<file path="src/radio_seq_pkg.sv">
// Purpose: constants and types for the radio transmit/receive sequencer
// Assumes: 40 MHz mclk_i
// Notes:   times held in their own units, cycle counts derived here
package radio_seq_pkg;
    localparam int          CLK_HZ           = 40_000_000;
    localparam int          TALK_HOLD_US     = 1000;
    localparam int          TALK_HOLD_CYC    = (CLK_HZ / 1_000_000) * TALK_HOLD_US + 1;
    localparam int          WARN_SECONDS     = 5;
    localparam int          TONE_SQUELCH_HZ  = 150;
    localparam int          TONE_SQ_HALF     = CLK_HZ / (2 * TONE_SQUELCH_HZ);
    localparam int          SYNC_PRE_MS      = 100;
    localparam int          SYNC_PRE_CYC     = (CLK_HZ / 1000) * SYNC_PRE_MS;
    localparam int          INIT_COPY_WORDS  = 20;
    localparam logic [3:0]  VOL_SQ_OPEN      = 4'h0007;
    localparam logic [3:0]  VOL_MAX_NORMAL   = 4'h0006;
    localparam logic [7:0]  LIMIT_30         = 8'h001E;
    localparam logic [7:0]  LIMIT_60         = 8'h003C;
    localparam logic [7:0]  LIMIT_90         = 8'h005A;
    localparam logic [7:0]  LIMIT_120        = 8'h0078;
    localparam logic [1:0]  MODE_CLEAR       = 2'h0;
    localparam logic [1:0]  MODE_KEY_A       = 2'h1;
    localparam logic [1:0]  MODE_KEY_B       = 2'h2;
    localparam logic [1:0]  MODE_ZERO        = 2'h3;
    localparam logic [1:0]  ROUTE_MUTE       = 2'h0;
    localparam logic [1:0]  ROUTE_CLEAR      = 2'h1;
    localparam logic [1:0]  ROUTE_RAW        = 2'h2;
    localparam logic [1:0]  ROUTE_DECRYPT    = 2'h3;
    localparam logic [2:0]  TONE_NONE        = 3'h0;
    localparam logic [2:0]  TONE_SLOW_PIP    = 3'h1;
    localparam logic [2:0]  TONE_RAPID_PIP   = 3'h2;
    localparam logic [2:0]  TONE_TWO_TONE    = 3'h3;
    localparam logic [2:0]  TONE_CONTINUOUS  = 3'h4;
    localparam logic [2:0]  TONE_NOISE_BURST = 3'h5;
    typedef enum logic [2:0] {
        ST_RESET, ST_PRESET, ST_COPY, ST_RX_DIV, ST_STANDBY, ST_TX, ST_TIMEOUT, ST_BLOCKED
    } seq_state_t;
endpackage

</file>
<file path="src/radio_transmit_receive_sequencer.sv">
// Purpose: control sequencer of a handheld radio: start-up, standby, talk, receive routing
// Assumes: all inputs synchronous to mclk_i; one-second tick long counts are parameters
// Notes:   tone_sel_o picks a warning tone; the tone generator itself is outside
// Contract
// - talk line counts as request only after being low longer than 1 ms
// - at switch-on restart and latch range, duration and crypto-fitted presets
// - copy stored frequencies, send receive divisor, then enter standby
// - standby keeps transmit unpowered, only detection receive sections powered until a signal is detected
// - standby watches battery and warns audibly when low and no signal is detected
// - secure talk powers tx and crypto, loads tx divisor, starts timer, indicator
// - secure transmission sends sync preamble first, then encrypted voice
// - modulation buffer gain follows the transmit frequency in use
// - clear transmit bypasses encryption and adds 150 Hz squelch tone
// - clear transmit injects slow pips into local receive audio
// - wideband select with talk routes microphone straight through
// - last five seconds before time-out sound warning pips
// - on expiry stop transmitting, indicator off, two-tone warning
// - keep time-out warning until talk released, then remove it
// - keys erased: secure talk gives continuous tone, nothing transmitted
// - clear signal received is output with slow pips in any mode
// - secure signal in clear mode output still encrypted as noise
// - secure signal with other key slot selected keeps audio muted
// - secure signal with matching key slot outputs decrypted audio
// - volume 7 passes noise always; volume 6 no bursts unless battery low
// - indicator steady in transmit with good battery, flashes when low
// - preset duration picks 30, 60, 90 or 120 second limit
`timescale 1ns/1ps
module radio_transmit_receive_sequencer #(
    parameter int SEC_CYCLES   = 40_000_000,
    parameter int FLASH_CYCLES = 10_000_000
) (
    input  wire logic                      mclk_i,
    input  wire logic                      rst_i,
    input  wire logic                      talk_request_line_n_i,
    input  wire logic [1:0]                mode_i,
    input  wire logic                      wideband_select_i,
    input  wire logic [3:0]                channel_i,
    input  wire logic [3:0]                volume_i,
    input  wire logic [1:0]                preset_range_i,
    input  wire logic [1:0]                preset_duration_i,
    input  wire logic                      preset_crypto_fitted_i,
    input  wire logic                      keys_erased_i,
    input  wire logic                      battery_low_i,
    input  wire logic                      rx_detect_i,
    input  wire logic                      rx_secure_i,
    input  wire logic                      rx_key_b_i,
    input  wire logic [15:0]               store_data_i,
    input  wire logic                      crypto_sync_done_i,
    output logic [4:0]                     store_addr_o,
    output logic                           preset_latch_o,
    output logic [15:0]                    synth_divisor_o,
    output logic                           synth_load_o,
    output logic                           tx_power_o,
    output logic                           crypto_power_o,
    output logic                           rx_full_power_o,
    output logic                           crypto_tx_mode_o,
    output logic                           crypto_preamble_o,
    output logic                           crypto_bypass_o,
    output logic                           wideband_through_o,
    output logic                           squelch_tone_o,
    output logic [1:0]                     mod_gain_o,
    output logic                           tx_indicator_o,
    output logic [1:0]                     rx_route_o,
    output logic [2:0]                     tone_sel_o,
    output logic                           modulation_drive_en_o,
    output logic [radio_seq_pkg::INIT_COPY_WORDS*16-1:0] freq_mem_o
);
    import radio_seq_pkg::*;

    seq_state_t  state_reg;
    logic [15:0] talk_cnt_reg;
    logic        talk_valid_reg;
    logic [4:0]  copy_idx_reg;
    logic [15:0] freq_mem_reg [INIT_COPY_WORDS];
    logic [1:0]  range_reg;
    logic [7:0]  limit_reg;
    logic        crypto_fitted_reg;
    logic [31:0] sec_cnt_reg;
    logic [7:0]  tx_secs_reg;
    logic [31:0] pre_cnt_reg;
    logic [31:0] flash_cnt_reg;
    logic        flash_reg;
    logic [1:0]  route_next;
    logic [2:0]  tone_next;
    logic        secure_mode;

    // duration preset to limit in seconds
    function automatic logic [7:0] limit_of(input logic [1:0] sel);
        case (sel)
            2'h0:    limit_of = LIMIT_30;
            2'h1:    limit_of = LIMIT_60;
            2'h2:    limit_of = LIMIT_90;
            default: limit_of = LIMIT_120;
        endcase
    endfunction

    assign secure_mode = (mode_i == MODE_KEY_A) || (mode_i == MODE_KEY_B);

    // talk line low-time filter
    always_ff @(posedge mclk_i or posedge rst_i) begin
        if (rst_i) begin
            talk_cnt_reg   <= 16'h0000;
            talk_valid_reg <= 1'b0;
        end else if (talk_request_line_n_i) begin
            talk_cnt_reg   <= 16'h0000;
            talk_valid_reg <= 1'b0;
        end else if (talk_cnt_reg >= 16'(TALK_HOLD_CYC)) begin
            talk_valid_reg <= 1'b1;
        end else begin
            talk_cnt_reg <= talk_cnt_reg + 16'h0001;
        end
    end

    // main sequence
    always_ff @(posedge mclk_i or posedge rst_i) begin
        if (rst_i) begin
            state_reg    <= ST_RESET;
            copy_idx_reg <= 5'h00;
        end else begin
            case (state_reg)
                ST_RESET: begin
                    state_reg <= ST_PRESET;
                end
                ST_PRESET: begin
                    copy_idx_reg <= 5'h00;
                    state_reg    <= ST_COPY;
                end
                ST_COPY: begin
                    if (copy_idx_reg == 5'(INIT_COPY_WORDS - 1)) begin
                        state_reg <= ST_RX_DIV;
                    end else begin
                        copy_idx_reg <= copy_idx_reg + 5'h01;
                    end
                end
                ST_RX_DIV: begin
                    state_reg <= ST_STANDBY;
                end
                ST_STANDBY: begin
                    if (talk_valid_reg && secure_mode && !wideband_select_i &&
                        (keys_erased_i || !crypto_fitted_reg)) begin
                        state_reg <= ST_BLOCKED;
                    end else if (talk_valid_reg && mode_i != MODE_ZERO) begin
                        state_reg <= ST_TX;
                    end
                end
                ST_TX: begin
                    if (!talk_valid_reg) begin
                        state_reg <= ST_STANDBY;
                    end else if (tx_secs_reg >= limit_reg) begin
                        state_reg <= ST_TIMEOUT;
                    end
                end
                ST_TIMEOUT, ST_BLOCKED: begin
                    if (!talk_valid_reg) begin
                        state_reg <= ST_STANDBY;
                    end
                end
                default: state_reg <= ST_RESET;
            endcase
        end
    end

    // preset latches caught once after reset
    always_ff @(posedge mclk_i or posedge rst_i) begin
        if (rst_i) begin
            range_reg         <= 2'h0;
            limit_reg         <= LIMIT_30;
            crypto_fitted_reg <= 1'b0;
        end else if (state_reg == ST_PRESET) begin
            range_reg         <= preset_range_i;
            limit_reg         <= limit_of(preset_duration_i);
            crypto_fitted_reg <= preset_crypto_fitted_i;
        end
    end

    // stored frequency copy into working memory
    always_ff @(posedge mclk_i or posedge rst_i) begin
        if (rst_i) begin
            for (int i = 0; i < INIT_COPY_WORDS; i++) begin
                freq_mem_reg[i] <= 16'h0000;
            end
        end else if (state_reg == ST_COPY) begin
            freq_mem_reg[copy_idx_reg] <= store_data_i;
        end
    end

    // transmit timer, restarts from zero each new talk
    always_ff @(posedge mclk_i or posedge rst_i) begin
        if (rst_i) begin
            sec_cnt_reg <= 32'h0000_0000;
            tx_secs_reg <= 8'h00;
        end else if (state_reg != ST_TX) begin
            sec_cnt_reg <= 32'h0000_0000;
            tx_secs_reg <= 8'h00;
        end else if (sec_cnt_reg == 32'(SEC_CYCLES - 1)) begin
            sec_cnt_reg <= 32'h0000_0000;
            tx_secs_reg <= tx_secs_reg + 8'h01;
        end else begin
            sec_cnt_reg <= sec_cnt_reg + 32'h0000_0001;
        end
    end

    // sync preamble window at start of secure transmission
    always_ff @(posedge mclk_i or posedge rst_i) begin
        if (rst_i) begin
            pre_cnt_reg <= 32'h0000_0000;
        end else if (state_reg != ST_TX) begin
            pre_cnt_reg <= 32'h0000_0000;
        end else if (pre_cnt_reg < 32'(SYNC_PRE_CYC) && !crypto_sync_done_i) begin
            pre_cnt_reg <= pre_cnt_reg + 32'h0000_0001;
        end else begin
            pre_cnt_reg <= 32'(SYNC_PRE_CYC);
        end
    end

    // low battery flash timebase
    always_ff @(posedge mclk_i or posedge rst_i) begin
        if (rst_i) begin
            flash_cnt_reg <= 32'h0000_0000;
            flash_reg     <= 1'b0;
        end else if (flash_cnt_reg == 32'(FLASH_CYCLES - 1)) begin
            flash_cnt_reg <= 32'h0000_0000;
            flash_reg     <= ~flash_reg;
        end else begin
            flash_cnt_reg <= flash_cnt_reg + 32'h0000_0001;
        end
    end

    // receive route and warning tone selection
    always_comb begin
        route_next = ROUTE_MUTE;
        tone_next  = TONE_NONE;
        if (state_reg == ST_STANDBY && rx_detect_i) begin
            if (!rx_secure_i) begin
                route_next = ROUTE_CLEAR;
                tone_next  = TONE_SLOW_PIP;
            end else if (mode_i == MODE_CLEAR) begin
                route_next = ROUTE_RAW;
            end else if ((mode_i == MODE_KEY_B) == rx_key_b_i && secure_mode) begin
                route_next = ROUTE_DECRYPT;
            end else begin
                route_next = ROUTE_MUTE;
            end
        end else if (state_reg == ST_STANDBY) begin
            if (volume_i == VOL_SQ_OPEN) begin
                route_next = ROUTE_CLEAR;
            end
            if (battery_low_i) begin
                tone_next = TONE_NOISE_BURST;
            end
        end else if (state_reg == ST_TX) begin
            if (tx_secs_reg + 8'(WARN_SECONDS) >= limit_reg) begin
                tone_next = TONE_RAPID_PIP;
            end else if (mode_i == MODE_CLEAR && !wideband_select_i) begin
                tone_next = TONE_SLOW_PIP;
            end
        end else if (state_reg == ST_TIMEOUT) begin
            tone_next = TONE_TWO_TONE;
        end else if (state_reg == ST_BLOCKED) begin
            tone_next = TONE_CONTINUOUS;
        end
    end

    // registered outputs
    always_ff @(posedge mclk_i or posedge rst_i) begin
        if (rst_i) begin
            store_addr_o          <= 5'h00;
            preset_latch_o        <= 1'b0;
            synth_divisor_o       <= 16'h0000;
            synth_load_o          <= 1'b0;
            tx_power_o            <= 1'b0;
            crypto_power_o        <= 1'b0;
            rx_full_power_o       <= 1'b0;
            crypto_tx_mode_o      <= 1'b0;
            crypto_preamble_o     <= 1'b0;
            crypto_bypass_o       <= 1'b0;
            wideband_through_o    <= 1'b0;
            squelch_tone_o        <= 1'b0;
            mod_gain_o            <= 2'h0;
            tx_indicator_o        <= 1'b0;
            rx_route_o            <= ROUTE_MUTE;
            tone_sel_o            <= TONE_NONE;
            modulation_drive_en_o <= 1'b0;
        end else begin
            store_addr_o    <= (state_reg == ST_COPY) ? copy_idx_reg + 5'h01 : 5'h00;
            preset_latch_o  <= (state_reg == ST_PRESET);
            synth_load_o    <= (state_reg == ST_RX_DIV) ||
                               (state_reg == ST_STANDBY && talk_valid_reg &&
                                mode_i != MODE_ZERO);
            if (state_reg == ST_STANDBY && talk_valid_reg) begin
                synth_divisor_o <= freq_mem_reg[5'(2 * channel_i + 1)];
            end else if (state_reg == ST_RX_DIV || state_reg == ST_TIMEOUT ||
                         (state_reg == ST_TX && !talk_valid_reg)) begin
                synth_divisor_o <= freq_mem_reg[5'(2 * channel_i)];
            end
            tx_power_o         <= (state_reg == ST_TX);
            crypto_power_o     <= (state_reg == ST_TX && secure_mode && !wideband_select_i) ||
                                  (state_reg == ST_STANDBY && rx_detect_i && rx_secure_i);
            rx_full_power_o    <= (state_reg == ST_STANDBY && rx_detect_i);
            crypto_tx_mode_o   <= (state_reg == ST_TX && secure_mode &&
                                   !wideband_select_i);
            crypto_preamble_o  <= (state_reg == ST_TX && secure_mode && !wideband_select_i &&
                                   pre_cnt_reg < 32'(SYNC_PRE_CYC) &&
                                   !crypto_sync_done_i);
            crypto_bypass_o    <= (state_reg == ST_TX && mode_i == MODE_CLEAR);
            wideband_through_o <= (state_reg == ST_TX && wideband_select_i);
            squelch_tone_o     <= (state_reg == ST_TX && mode_i == MODE_CLEAR &&
                                   !wideband_select_i);
            mod_gain_o         <= range_reg ^ channel_i[3:2];
            tx_indicator_o     <= (state_reg == ST_TX) &&
                                  (!battery_low_i || flash_reg);
            rx_route_o         <= route_next;
            tone_sel_o         <= tone_next;
            modulation_drive_en_o <= (state_reg == ST_TX);
        end
    end

    genvar g;
    generate
        for (g = 0; g < INIT_COPY_WORDS; g++) begin : g_mem
            assign freq_mem_o[g*16 +: 16] = freq_mem_reg[g];
        end
    endgenerate

    // checks
    a_talk_filter: assert property (@(posedge mclk_i) disable iff (rst_i)
        $rose(talk_valid_reg) |-> $past(!talk_request_line_n_i, 2))
        else $error("talk valid without sustained low");
    a_standby_tx_off: assert property (@(posedge mclk_i) disable iff (rst_i)
        $past(state_reg == ST_STANDBY) |-> !tx_power_o)
        else $error("tx powered in standby");
    a_timeout_ind_off: assert property (@(posedge mclk_i) disable iff (rst_i)
        state_reg == ST_TIMEOUT ##1 state_reg == ST_TIMEOUT |-> !tx_indicator_o
        && tone_sel_o == TONE_TWO_TONE)
        else $error("timeout not signalled");
    a_timeout_hold: assert property (@(posedge mclk_i) disable iff (rst_i)
        state_reg == ST_TIMEOUT && talk_valid_reg |=> state_reg == ST_TIMEOUT)
        else $error("timeout left while talk held");
    a_blocked_quiet: assert property (@(posedge mclk_i) disable iff (rst_i)
        $past(state_reg == ST_BLOCKED) |-> !modulation_drive_en_o)
        else $error("modulation while keys erased");
    a_clear_squelch: assert property (@(posedge mclk_i) disable iff (rst_i)
        squelch_tone_o |-> $past(state_reg == ST_TX && mode_i == MODE_CLEAR))
        else $error("squelch tone outside clear tx");
    a_wrong_key_mute: assert property (@(posedge mclk_i) disable iff (rst_i)
        state_reg == ST_STANDBY && rx_detect_i && rx_secure_i && mode_i == MODE_KEY_A
        && rx_key_b_i |=> rx_route_o == ROUTE_MUTE)
        else $error("wrong key not muted");
    a_timer_zero: assert property (@(posedge mclk_i) disable iff (rst_i)
        $rose(state_reg == ST_TX) |-> tx_secs_reg == 8'h00)
        else $error("timer not restarted");
    a_ind_steady: assert property (@(posedge mclk_i) disable iff (rst_i)
        $past(state_reg == ST_TX && !battery_low_i) |-> tx_indicator_o)
        else $error("indicator not steady");
    c_secure_tx: cover property (@(posedge mclk_i) disable iff (rst_i)
        crypto_preamble_o ##1 !crypto_preamble_o && crypto_tx_mode_o);
    c_timeout: cover property (@(posedge mclk_i) disable iff (rst_i)
        state_reg == ST_TX ##1 state_reg == ST_TIMEOUT);
    c_blocked: cover property (@(posedge mclk_i) disable iff (rst_i)
        state_reg == ST_BLOCKED);
    c_decrypt: cover property (@(posedge mclk_i) disable iff (rst_i)
        rx_route_o == ROUTE_DECRYPT);
endmodule

</file>
<file path="config.mk">
export PLATFORM = sky130hd
export DESIGN_NAME = radio_transmit_receive_sequencer
export DESIGN_NICKNAME = d
export VERILOG_FILES = /design/src/radio_seq_pkg.sv /design/src/radio_transmit_receive_sequencer.sv
export SDC_FILE = /design/constraint.sdc
export NUM_CORES = 1
export LEC_CHECK = 0
export BUFFER_PORTS_ARGS = -buffer_cell sky130_fd_sc_hd__buf_4
export CAP_MARGIN = 20
export CORE_ASPECT_RATIO = 0.9
export CORE_MARGIN = 4
export CORE_UTILIZATION = 45
export DETAILED_ROUTE_END_ITERATION = 7
export PLACE_DENSITY = 0.64
export RECOVER_POWER = 100
export SYNTH_ARGS = -nofsm -noshare
export SYNTH_HDL_FRONTEND = slang
export SYNTH_SLANG_ARGS = --single-unit
</file>
<file path="constraint.sdc">
create_clock -name mclk_i -period 29.5 [get_ports mclk_i]
set_input_delay 8.85 -clock mclk_i [delete_from_list [all_inputs] [get_ports mclk_i]]
set_output_delay 8.85 -clock mclk_i [all_outputs]
set_load 0.05 [all_outputs]
</file>
==> run summary, run 1 <==
Status: finished with violations
Failing checks: max-capacitance violations, max-slew violations
Worst endpoint data arrival time: 18.15 ns
Placed instance count: 2,760
CP Launch Type: primary input
Initial antenna violation count: 1
Pwr/cell area: 68.2 nW/um^2
Final GP Congestion: 0.980
CP dominant cell by count: clkbuf_1
Post-CTS Setup Bufs: 0
FP Rows: 77
Worst hold path class: register to register
Routed Wire Length: 74.1 mm
Fillers: 4,550
Port buffer count: 400
Avg Synthesized Cell Area: 12.8 sq um
Setup slack at placement: 17.59 ns
DR vias/cell: 5.76
Initial Utilization: 0.459
Commonest non-fill, non-tap cell in the layout: dfrtp_1
Die height: 221 um
Max reg flops: 320
Vias in the first global route: 16.3k
Fmax achieved: 54.7 MHz
Peak supply drop: 0.0458 mV
Final net count: 2,208
Fin Clk Skew: 0.0250 ns
Setup TNS: 0 ns
CTS clock-pin slew for the worst setup and hold paths: 0.06 ns
Area Overhead vs Synth: 16.8%
Worst path cell trace: clkbuf_4 > clkinvlp_2 > clkbuf_1 > clkbuf_1
Reg-to-Reg Start: sec_cnt_reg[0]
Overall global routing resource usage: 0.269
Crit path max fanout: 131
Initial drt markers: 1,477
Final period util: 0.620
Slowest stage cell on the critical path: clkinvlp_2
Number of enable flip-flop cells after synthesis: 0
Post-CTS Resized: 0
Max_cap viols: 7
Gate Count Post-Synth: 1,785
CTS Hold Buffers Added: 0
Most frequent cells in the layout: dfrtp_1 (494), clkbuf_1 (405), mux2_2 (321)
Critical path class: primary input to asynchronous set/reset pin
Layout cells sized above 1: 0.242
CTS tree: done
Num CTS Buffers: 52
H-tree lvl count: 2
Root buf cell: clkbuf_16
Buffers and inverters on the worst path: 4
Synthesis Warnings: 0
Largest net degree at the start of global routing: 132
RSZ-0062 raised after global routing: false
Die ar.: 54,300 sq um
Clk buf depth: 3
DR vias: 16.5k
Clk sinks: 496
Final setup viols: 0
Area of the multi-input gates: 9720 sq um
Worst-Skew Late Latency: 0.61 ns
Pins Over Slew Limit: 485
Flip-flop and latch area: 12,400 sq um
Final Critical Period: 18.30 ns
Sequential share of the synthesized area: 0.545
Pre-antenna DRT Iters: 5
Layout Cells excl Fill: 2,860
Global-route wire length before repair: 111 mm
Register bit total from synthesis: 496
Final hold violation count: 0
Core area: 49,600 sq um
# DRC: 0
Distinct cells, synth: 66
Fin Hold WS: 0.461 ns
Post-synthesis cell area: 22,800 sq um
Worst Tran Pin Value: 5.79 ns
DRT antenna net count: 0
Die W: 245 um
Critical Path End Type: asynchronous set/reset pin
Critical path startpoint: rst_i
Hold path startpoint: pre_cnt_reg[0]
Io pins: 401
Crit-path max cell delay: 3.19 ns
Final HPWL DP: 53.5 mm
Post-route setup slack: 11.20 ns
Final global-route overflow total: 0
Post-synth ARST share: 1.00
Top FF cell, synth: dfrtp_1
Family with the most delay on the worst path: buffers and inverters
Critical path required time: 29.36 ns
Slew HR: -2.88
Routed len/inst: 25.9 um
Lkg Pwr: 11.0 nW
## cell families (layout without fill, tap and decap cells)
logic type	after synthesis	count (layout)	share of synthesized area
compound gates	138	138	0.0398
xor+xnor	110	110	0.0423
fa+ha+maj	22	22	0.0121
buf+inv	149	543	0.0294
flops	496	496	0.545
mux	389	389	0.224
other cells	1	11	0.000165
simple gates	480	480	0.108
## metal layers
layer  vias up  track usage  wire (um)
met5         -            0          0
met4         0       0.0970       2590
met3       118       0.0695       6820
met2       675        0.394      33200
met1      8590        0.389      31500
li1       7082            -          -
## worst reg2reg max path, delay by kind of cell (launching register included)
family / cells / cell delay, ns
buf+inv: 1 / 0.91
fa+ha+maj: 1 / 0.22
flops: 1 / 0.39
simple gates: 5 / 2.29
## Yosys cell counts, types with 4 or more instances
library cell | n | area share
a2111oi_0 | 15 | 0.0058
a21oi_1 | 69 | 0.015
a221oi_1 | 15 | 0.0058
and2_1 | 5 | 0.0014
and3_1 | 26 | 0.0071
and4_1 | 14 | 0.0054
buf_2 | 38 | 0.0083
buf_4 | 11 | 0.0036
clkbuf_1 | 65 | 0.011
dfrtp_1 | 494 | 0.54
ha_1 | 22 | 0.012
inv_1 | 30 | 0.0049
mux2_2 | 321 | 0.16
mux4_2 | 64 | 0.063
nand2_1 | 135 | 0.022
nand2b_1 | 7 | 0.0019
nand3_1 | 42 | 0.0092
nand3_2 | 11 | 0.0048
nand4_1 | 35 | 0.0096
nor2_1 | 131 | 0.022
nor2b_1 | 20 | 0.0055
nor3_1 | 14 | 0.0031
nor4_1 | 9 | 0.0025
nor4b_1 | 4 | 0.0015
o21ai_0 | 13 | 0.0029
xnor2_1 | 48 | 0.018
xor2_1 | 62 | 0.024
## final cells by class
cell class | instances | share of cell area
sequential | 496 | 0.466
multi-input combinational | 1149 | 0.365
timing repair buffer | 415 | 0.0618
clock buffer | 80 | 0.0593
tap | 671 | 0.0315
clock inverter | 17 | 0.0111
inverter | 31 | 0.00442
antenna | 1 | 0.0000940
## final timing paths
| kind | endpoint | slack, ns | cells after the start |
|---|---|---|---|
| max in group mclk_i | synth_divisor_o[4] | 14.38 | 6 |
| worst max-delay path | freq_mem_o[199] | 11.20 | 4 |
| min in group asynchronous | talk_cnt_reg[2] | 10.05 | 2 |
| worst max register to register | sec_cnt_reg[28] | 25.50 | 7 |
| worst min-delay path | pre_cnt_reg[0] | 0.46 | 1 |
| worst min register to register | pre_cnt_reg[0] | 0.46 | 1 |
## power breakdown
group | internal, mW | switching (mW) | total (mW)
Clock | 0.431 | 0.282 | 0.713
Sequential | 0.727 | 0.0506 | 0.778
Combinational | 0.0738 | 0.250 | 0.324
## stage by stage
stage	power (mW)	cell area, sq um	utilization
detailed placement	1.15	26200	0.528
floorplan	1.02	22800	-
global placement	1.14	26200	0.528
global route	1.88	26600	0.536
finish	1.82	26600	0.536
CTS	1.86	28100	0.566
Power figures use the tool's default switching activity.
==> run 2: changes to the inputs <==
--- a/config.mk
+++ b/config.mk
@@ -11,7 +11,7 @@
 export CORE_MARGIN = 4
 export CORE_UTILIZATION = 45
 export DETAILED_ROUTE_END_ITERATION = 7
-export PLACE_DENSITY = 0.64
+export PLACE_DENSITY = 0.67
 export RECOVER_POWER = 100
 export SYNTH_ARGS = -nofsm -noshare
 export SYNTH_HDL_FRONTEND = slang
==> constraint.sdc (replaced) <==
create_clock -name mclk_i -period 15.1 [get_ports mclk_i]
set_input_delay 4.53 -clock mclk_i [delete_from_list [all_inputs] [get_ports mclk_i]]
set_output_delay 4.53 -clock mclk_i [all_outputs]
set_load 0.05 [all_outputs]
==> run 2 against run 1 <==
  * The flow still finishes with violations (max-capacitance violations, max-slew violations)
  * Register-to-register slack worse by 14 ns
  * Clock skew down 0.0013 ns
  * Sequential power up 94%
  * Critical endpoint is now freq_mem_o[164]
  * Largest power group unchanged
==> run summary, run 2 (synthesis results as in run 1) <==
Area of the multi-input gates: 9720 sq um (about the same)
Most frequent cells in the layout: dfrtp_1 (494), clkbuf_1 (399), mux2_2 (321) (was dfrtp_1 (494), clkbuf_1 (405), mux2_2 (321))
CTS Hold Buffers Added: 0 (unchanged)
Pre-antenna DRT Iters: 7 (was 5)
Layout cells sized above 1: 0.244 (was 0.242)
Vias in the first global route: 16.3k (about the same)
Critical Path End Type: asynchronous set/reset pin (unchanged)
Root buf cell: clkbuf_16 (unchanged)
Num CTS Buffers: 52 (unchanged)
Worst hold path class: register to register (unchanged)
Final global-route overflow total: 0 (unchanged)
Commonest non-fill, non-tap cell in the layout: dfrtp_1 (unchanged)
Initial antenna violation count: 3 (was 1)
Max reg flops: 320 (unchanged)
Final hold violation count: 0 (unchanged)
DR vias/cell: 5.73 (was 5.76)
H-tree lvl count: 2 (unchanged)
Die ar.: 54,300 sq um (unchanged)
R2R setup slack: 11.40 ns (was 25.50 ns)
Final setup viols: 0 (unchanged)
CP Launch Type: primary input (unchanged)
Met2 Resource Use GR: 0.393 (was 0.394)
Crit path max fanout: 190 (was 131)
Slew HR: -2.15 (was -2.88)
GR Util met1: 0.372 (was 0.389)
Final HPWL DP: 51.4 mm (was 53.5 mm)
# DRC: 0 (unchanged)
Core area: 49,600 sq um (unchanged)
Worst-Skew Late Latency: 0.61 ns (about the same)
CTS clock-pin slew for the worst setup and hold paths: 0.06 ns (about the same)
Largest net degree at the start of global routing: 191 (was 132)
DR vias: 16.4k (was 16.5k)
Fillers: 4,511 (was 4,550)
Post-route cell area: 26,500 sq um (was 26,600 sq um)
Die height: 221 um (unchanged)
Clk buf depth: 3 (unchanged)
Layout Cells excl Fill: 2,863 (was 2,860)
Die W: 245 um (unchanged)
Clk sinks: 496 (unchanged)
Global-route wire length before repair: 108 mm (was 111 mm)
Grt peak-use layer: met2 (unchanged)
Flip-flop and latch area: 12,400 sq um (unchanged)
Setup TNS: 0 ns (unchanged)
Critical path required time: 14.68 ns (was 29.36 ns)
FP Rows: 77 (unchanged)
Final GP Congestion: 0.954 (was 0.980)
Io pins: 401 (unchanged)
Grt met3 use: 0.0504 (was 0.0695)
Peak supply drop: 0.105 mV (was 0.0458 mV)
Area Overhead vs Synth: 16.3% (was 16.8%)
CTS tree: done (unchanged)
Final period util: 0.631
Failing checks: max-capacitance violations, max-slew violations (unchanged)
Placed instance count: 2,759 (was 2,760)
DRT antenna net count: 0 (unchanged)
Max_cap viols: 8 (was 7)
DP Area: 26,200 sq um (about the same)
Worst Tran Pin Value: 4.73 ns (was 5.79 ns)
RSZ-0062 raised after global routing: false (unchanged)
Status: finished with violations (unchanged)
Port buffer count: 400 (unchanged)
Pwr/cell area: 130 nW/um^2 (was 68.2 nW/um^2)
Critical path class: primary input to asynchronous set/reset pin (unchanged)
Initial Utilization: 0.459 (unchanged)
Lkg Pwr: 11.0 nW (about the same)
Routed Wire Length: 71.8 mm (was 74.1 mm)
Post-CTS Resized: 0 (unchanged)
Fmax achieved: 105 MHz
Initial drt markers: 1,595 (was 1,477)
Worst endpoint data arrival time: 9.11 ns (was 18.15 ns)
Final net count: 2,208 (unchanged)
Routed len/inst: 25.1 um (was 25.9 um)
Overall global routing resource usage: 0.259 (was 0.269)
Post-CTS Setup Bufs: 0 (unchanged)
Pins Over Slew Limit: 502 (was 485)
Final Critical Period: 9.53 ns
Fin Clk Skew: 0.0237 ns (was 0.0250 ns)
run 2: cell types whose count changed in the layout (fill, tap and decap cells not counted), moves of 3 or more:
cell       previous run  this run
clkbuf_8             15        10
diode_2               1         4
clkbuf_1            405       399
bufinv_16             7         3
clkinv_2              6        19
run 2: critical path, cell delays in order:
cell        delay [ns]
clkbuf_1          0.10
clkinvlp_2        0.90
clkbuf_2          3.34
run 2: cell type report:
type | count | share of cell area
antenna | 4 | 0.000378
clock buffer | 70 | 0.0562
clock inverter | 27 | 0.00949
inverter | 31 | 0.00444
multi-input combinational | 1149 | 0.367
sequential | 496 | 0.469
tap | 671 | 0.0317
timing repair buffer | 415 | 0.0622
run 2: power breakdown:
group | switching [mW] | total [mW] | internal, mW
Sequential | 0.0862 | 1.51 | 1.42
Clock | 0.559 | 1.31 | 0.749
Combinational | 0.499 | 0.642 | 0.143
run 2: per-stage QoR:
step | hold slack [ns] | setup slack [ns] | total power, mW | util
CTS | 0.444 | 8.07 | 3.55 | 0.564
floorplan | 0.425 | 3.84 | 2.00 | -
detailed placement | 0.444 | 7.42 | 2.24 | 0.528
global placement | 0.441 | 7.52 | 2.23 | 0.528
global route | 0.452 | 4.50 | 3.58 | 0.534
finish | 0.458 | 5.57 | 3.46 | 0.534
run 2: layer usage:
| layer | vias up | routed length [um] |
|---|---|---|
| li1 | 7078 | - |
| met1 | 8544 | 31000 |
| met2 | 632 | 32700 |
| met3 | 137 | 5370 |
| met4 | 0 | 2720 |
| met5 | - | 0 |
run 2: worst paths after layout:
path                                start            endpoint  cells after the start
max                                 rst_i     freq_mem_o[164]                      3
min                          range_reg[1]       mod_gain_o[1]                      1
max reg2reg                sec_cnt_reg[0]     sec_cnt_reg[15]                      7
min reg2reg                  range_reg[1]       mod_gain_o[1]                      1
max in group mclk_i          channel_i[0]  synth_divisor_o[9]                      6
min in group asynchronous           rst_i     freq_mem_o[158]                      2
==> run 3: changes to the inputs <==
--- a/config.mk
+++ b/config.mk
@@ -11,7 +11,7 @@
 export CORE_MARGIN = 4
 export CORE_UTILIZATION = 45
 export DETAILED_ROUTE_END_ITERATION = 7
-export PLACE_DENSITY = 0.67
+export PLACE_DENSITY = 0.64
 export RECOVER_POWER = 100
 export SYNTH_ARGS = -nofsm -noshare
 export SYNTH_HDL_FRONTEND = slang
==> constraint.sdc (replaced) <==
create_clock -name mclk_i -period 8.9 [get_ports mclk_i]
set_input_delay 2.67 -clock mclk_i [delete_from_list [all_inputs] [get_ports mclk_i]]
set_output_delay 2.67 -clock mclk_i [all_outputs]
set_load 0.05 [all_outputs]
==> run 3 against run 2 <==
  * The run still ends with max-capacitance violations, max-slew violations left
  * Combinational power grew 68%
  * Via count shrank 0.96%
  * Total power is 72% higher
  * Count of clock-buffer cells in the layout is the same
  * Worst hold slack worse by 0.012 ns
  * Clock power increased by 77%
  * Register-to-register slack got worse by 6.5 ns
  * Setup slack got worse by 3.0 ns
  * Die area unchanged
  * Critical endpoint is now freq_mem_o[175]
  * Highest routed layer is now met5
==> run summary, run 3 (synthesis results as in run 1) <==
DR vias/cell: 5.68 (was 5.73)
Hold path startpoint: pre_cnt_reg[0] (was range_reg[1])
Initial Utilization: 0.459 (unchanged)
Die W: 245 um (unchanged)
Status: finished with violations (unchanged)
Highest metal used: met5 (was met4)
Worst endpoint data arrival time: 6.17 ns (was 9.11 ns)
Fin Hold WS: 0.447 ns (was 0.458 ns)
Clk buf depth: 3 (unchanged)
Worst-Skew Late Latency: 0.63 ns (was 0.61 ns)
Worst path cell trace: clkbuf_4 > clkinvlp_2 > clkbuf_2 (was clkbuf_1 > clkinvlp_2 > clkbuf_2)
R2r worst-path depth: 4 (was 7)
Initial antenna violation count: 3 (unchanged)
Critical path required time: 8.78 ns (was 14.68 ns)
Num CTS Buffers: 52 (unchanged)
Critical path startpoint: rst_i (unchanged)
CTS clock-pin slew for the worst setup and hold paths: 0.06 ns (about the same)
Die height: 221 um (unchanged)
Slew HR: -1.46 (was -2.15)
Peak supply drop: 0.159 mV (was 0.105 mV)
Final global-route overflow total: 0 (unchanged)
CTS Hold Buffers Added: 0 (unchanged)
Fillers: 4,588 (was 4,511)
Vias in the first global route: 16.3k (about the same)
Metal-1 WL: 32.1 mm (was 31.0 mm)
# DRC: 0 (unchanged)
Critical Path Stages: 3 (unchanged)
Final Critical Period: 6.30 ns
Fin Clk Skew: 0.0405 ns (was 0.0237 ns)
Max_cap viols: 2 (was 8)
Clk sinks: 496 (unchanged)
Post-CTS Setup Bufs: 0 (unchanged)
Largest net degree at the start of global routing: 180 (was 191)
Core area: 49,600 sq um (unchanged)
FP Rows: 77 (unchanged)
CP endpoint: freq_mem_o[175] (was freq_mem_o[164])
Reg-to-reg endpoint: freq_mem_o[194] (was sec_cnt_reg[15])
Slowest stage cell on the critical path: clkbuf_2 (unchanged)
Reg-to-Reg Start: state_reg[1] (was sec_cnt_reg[0])
Buffers and inverters on the worst path: 3 (unchanged)
Critical path class: primary input to asynchronous set/reset pin (unchanged)
Worst Tran Pin Value: 3.70 ns (was 4.73 ns)
Crit path max fanout: 148 (was 190)
Final net count: 2,203 (was 2,208)
Root buf cell: clkbuf_16 (unchanged)
Overall power: 5.96 mW (was 3.46 mW)
Layout cells sized above 1: 0.244 (about the same)
Final setup viols: 0 (unchanged)
Final GP Congestion: 0.914 (was 0.954)
CTS tree: done (unchanged)
Pins Over Slew Limit: 159 (was 502)
Final period util: 0.707
Global-route wire length before repair: 109 mm (was 108 mm)
Most frequent cells in the layout: dfrtp_1 (494), clkbuf_1 (392), mux2_2 (321) (was dfrtp_1 (494), clkbuf_1 (399), mux2_2 (321))
Crit-path max cell delay: 2.60 ns (was 3.34 ns)
Overall global routing resource usage: 0.261 (was 0.259)
Final hold violation count: 0 (unchanged)
Lkg Pwr: 11.0 nW (about the same)
Max reg flops: 320 (unchanged)
Final HPWL DP: 51.4 mm (about the same)
Critical Path End Type: asynchronous set/reset pin (unchanged)
Initial drt markers: 1,397 (was 1,595)
Pre-antenna DRT Iters: 5 (was 7)
Failing checks: max-capacitance violations, max-slew violations (unchanged)
Commonest non-fill, non-tap cell in the layout: dfrtp_1 (unchanged)
Family with the most delay on the worst path: buffers and inverters (unchanged)
Fmax achieved: 159 MHz
Die ar.: 54,300 sq um (unchanged)
Port buffer count: 400 (unchanged)
Post-CTS Resized: 0 (unchanged)
DRT antenna net count: 0 (unchanged)
Met3 WL: 4.84 mm (was 5.37 mm)
Routed len/inst: 25.1 um (about the same)
Io pins: 401 (unchanged)
CP Launch Type: primary input (unchanged)
RSZ-0062 raised after global routing: false (unchanged)
Routed Wire Length: 71.8 mm (about the same)
H-tree lvl count: 2 (unchanged)
R2R setup slack: 4.94 ns (was 11.40 ns)
Setup TNS: 0 ns (unchanged)
DR vias: 16.2k (was 16.4k)
Pwr/cell area: 224 nW/um^2 (was 130 nW/um^2)
Met2 wire len: 32.5 mm (was 32.7 mm)
Worst hold path class: register to register (unchanged)
Area Overhead vs Synth: 16.6% (was 16.3%)
==> run 3: worst reg2reg max path: stages (launching register included) <==
cell and delay, ns:
dfrtp_1 0.72, nand2b_1 0.18, nor2_1 0.89, nand3_1 1.28, mux2_1 0.74
==> run 3: cell type report <==
| type | count | area [sq um] | share of cell area |
|---|---|---|---|
| inverter | 31 | 118 | 0.00443 |
| sequential | 496 | 12400 | 0.467 |
| clock buffer | 70 | 1480 | 0.0557 |
| multi-input combinational | 1149 | 9700 | 0.365 |
| antenna | 2 | 5.00 | 0.000188 |
| clock inverter | 28 | 358 | 0.0135 |
| timing repair buffer | 410 | 1660 | 0.0623 |
| tap | 671 | 840 | 0.0316 |
==> run 3: worst min-delay path by stage <==
stage	slack (ns)	endpoint	cells after the start
floorplan	0.43	pre_cnt_reg[0]	1
global placement	0.44	pre_cnt_reg[0]	1
detailed placement	0.44	pre_cnt_reg[0]	1
CTS	0.45	pre_cnt_reg[0]	1
global route	0.49	pre_cnt_reg[0]	1
finish	0.45	pre_cnt_reg[0]	1
==> run 3: power breakdown <==
part | switching [mW] | total, mW | internal, mW
logic | 0.836 | 1.08 | 0.243
clock network | 0.966 | 2.32 | 1.35
registers | 0.153 | 2.56 | 2.41
total | 1.95 | 5.96 | 4.01
==> run 3: metrics by stage <==
step                       util  worst slack, ns  area [sq um]  cells
after floorplan               -           -0.497         22800   1794
after global placement    0.528             3.17         26200   2755
after detailed placement  0.528             3.15         26200   2755
after CTS                 0.565             3.82         28000   2853
after global routing      0.535             1.95         26600   2856
final                     0.535             2.60         26600   2857
==> run 3: layer usage <==
layer  vias up  GRT usage
li1       7066          -
met1      8497      0.382
met2       559      0.392
met3       107     0.0537
met4         4     0.0826
met5         -          0
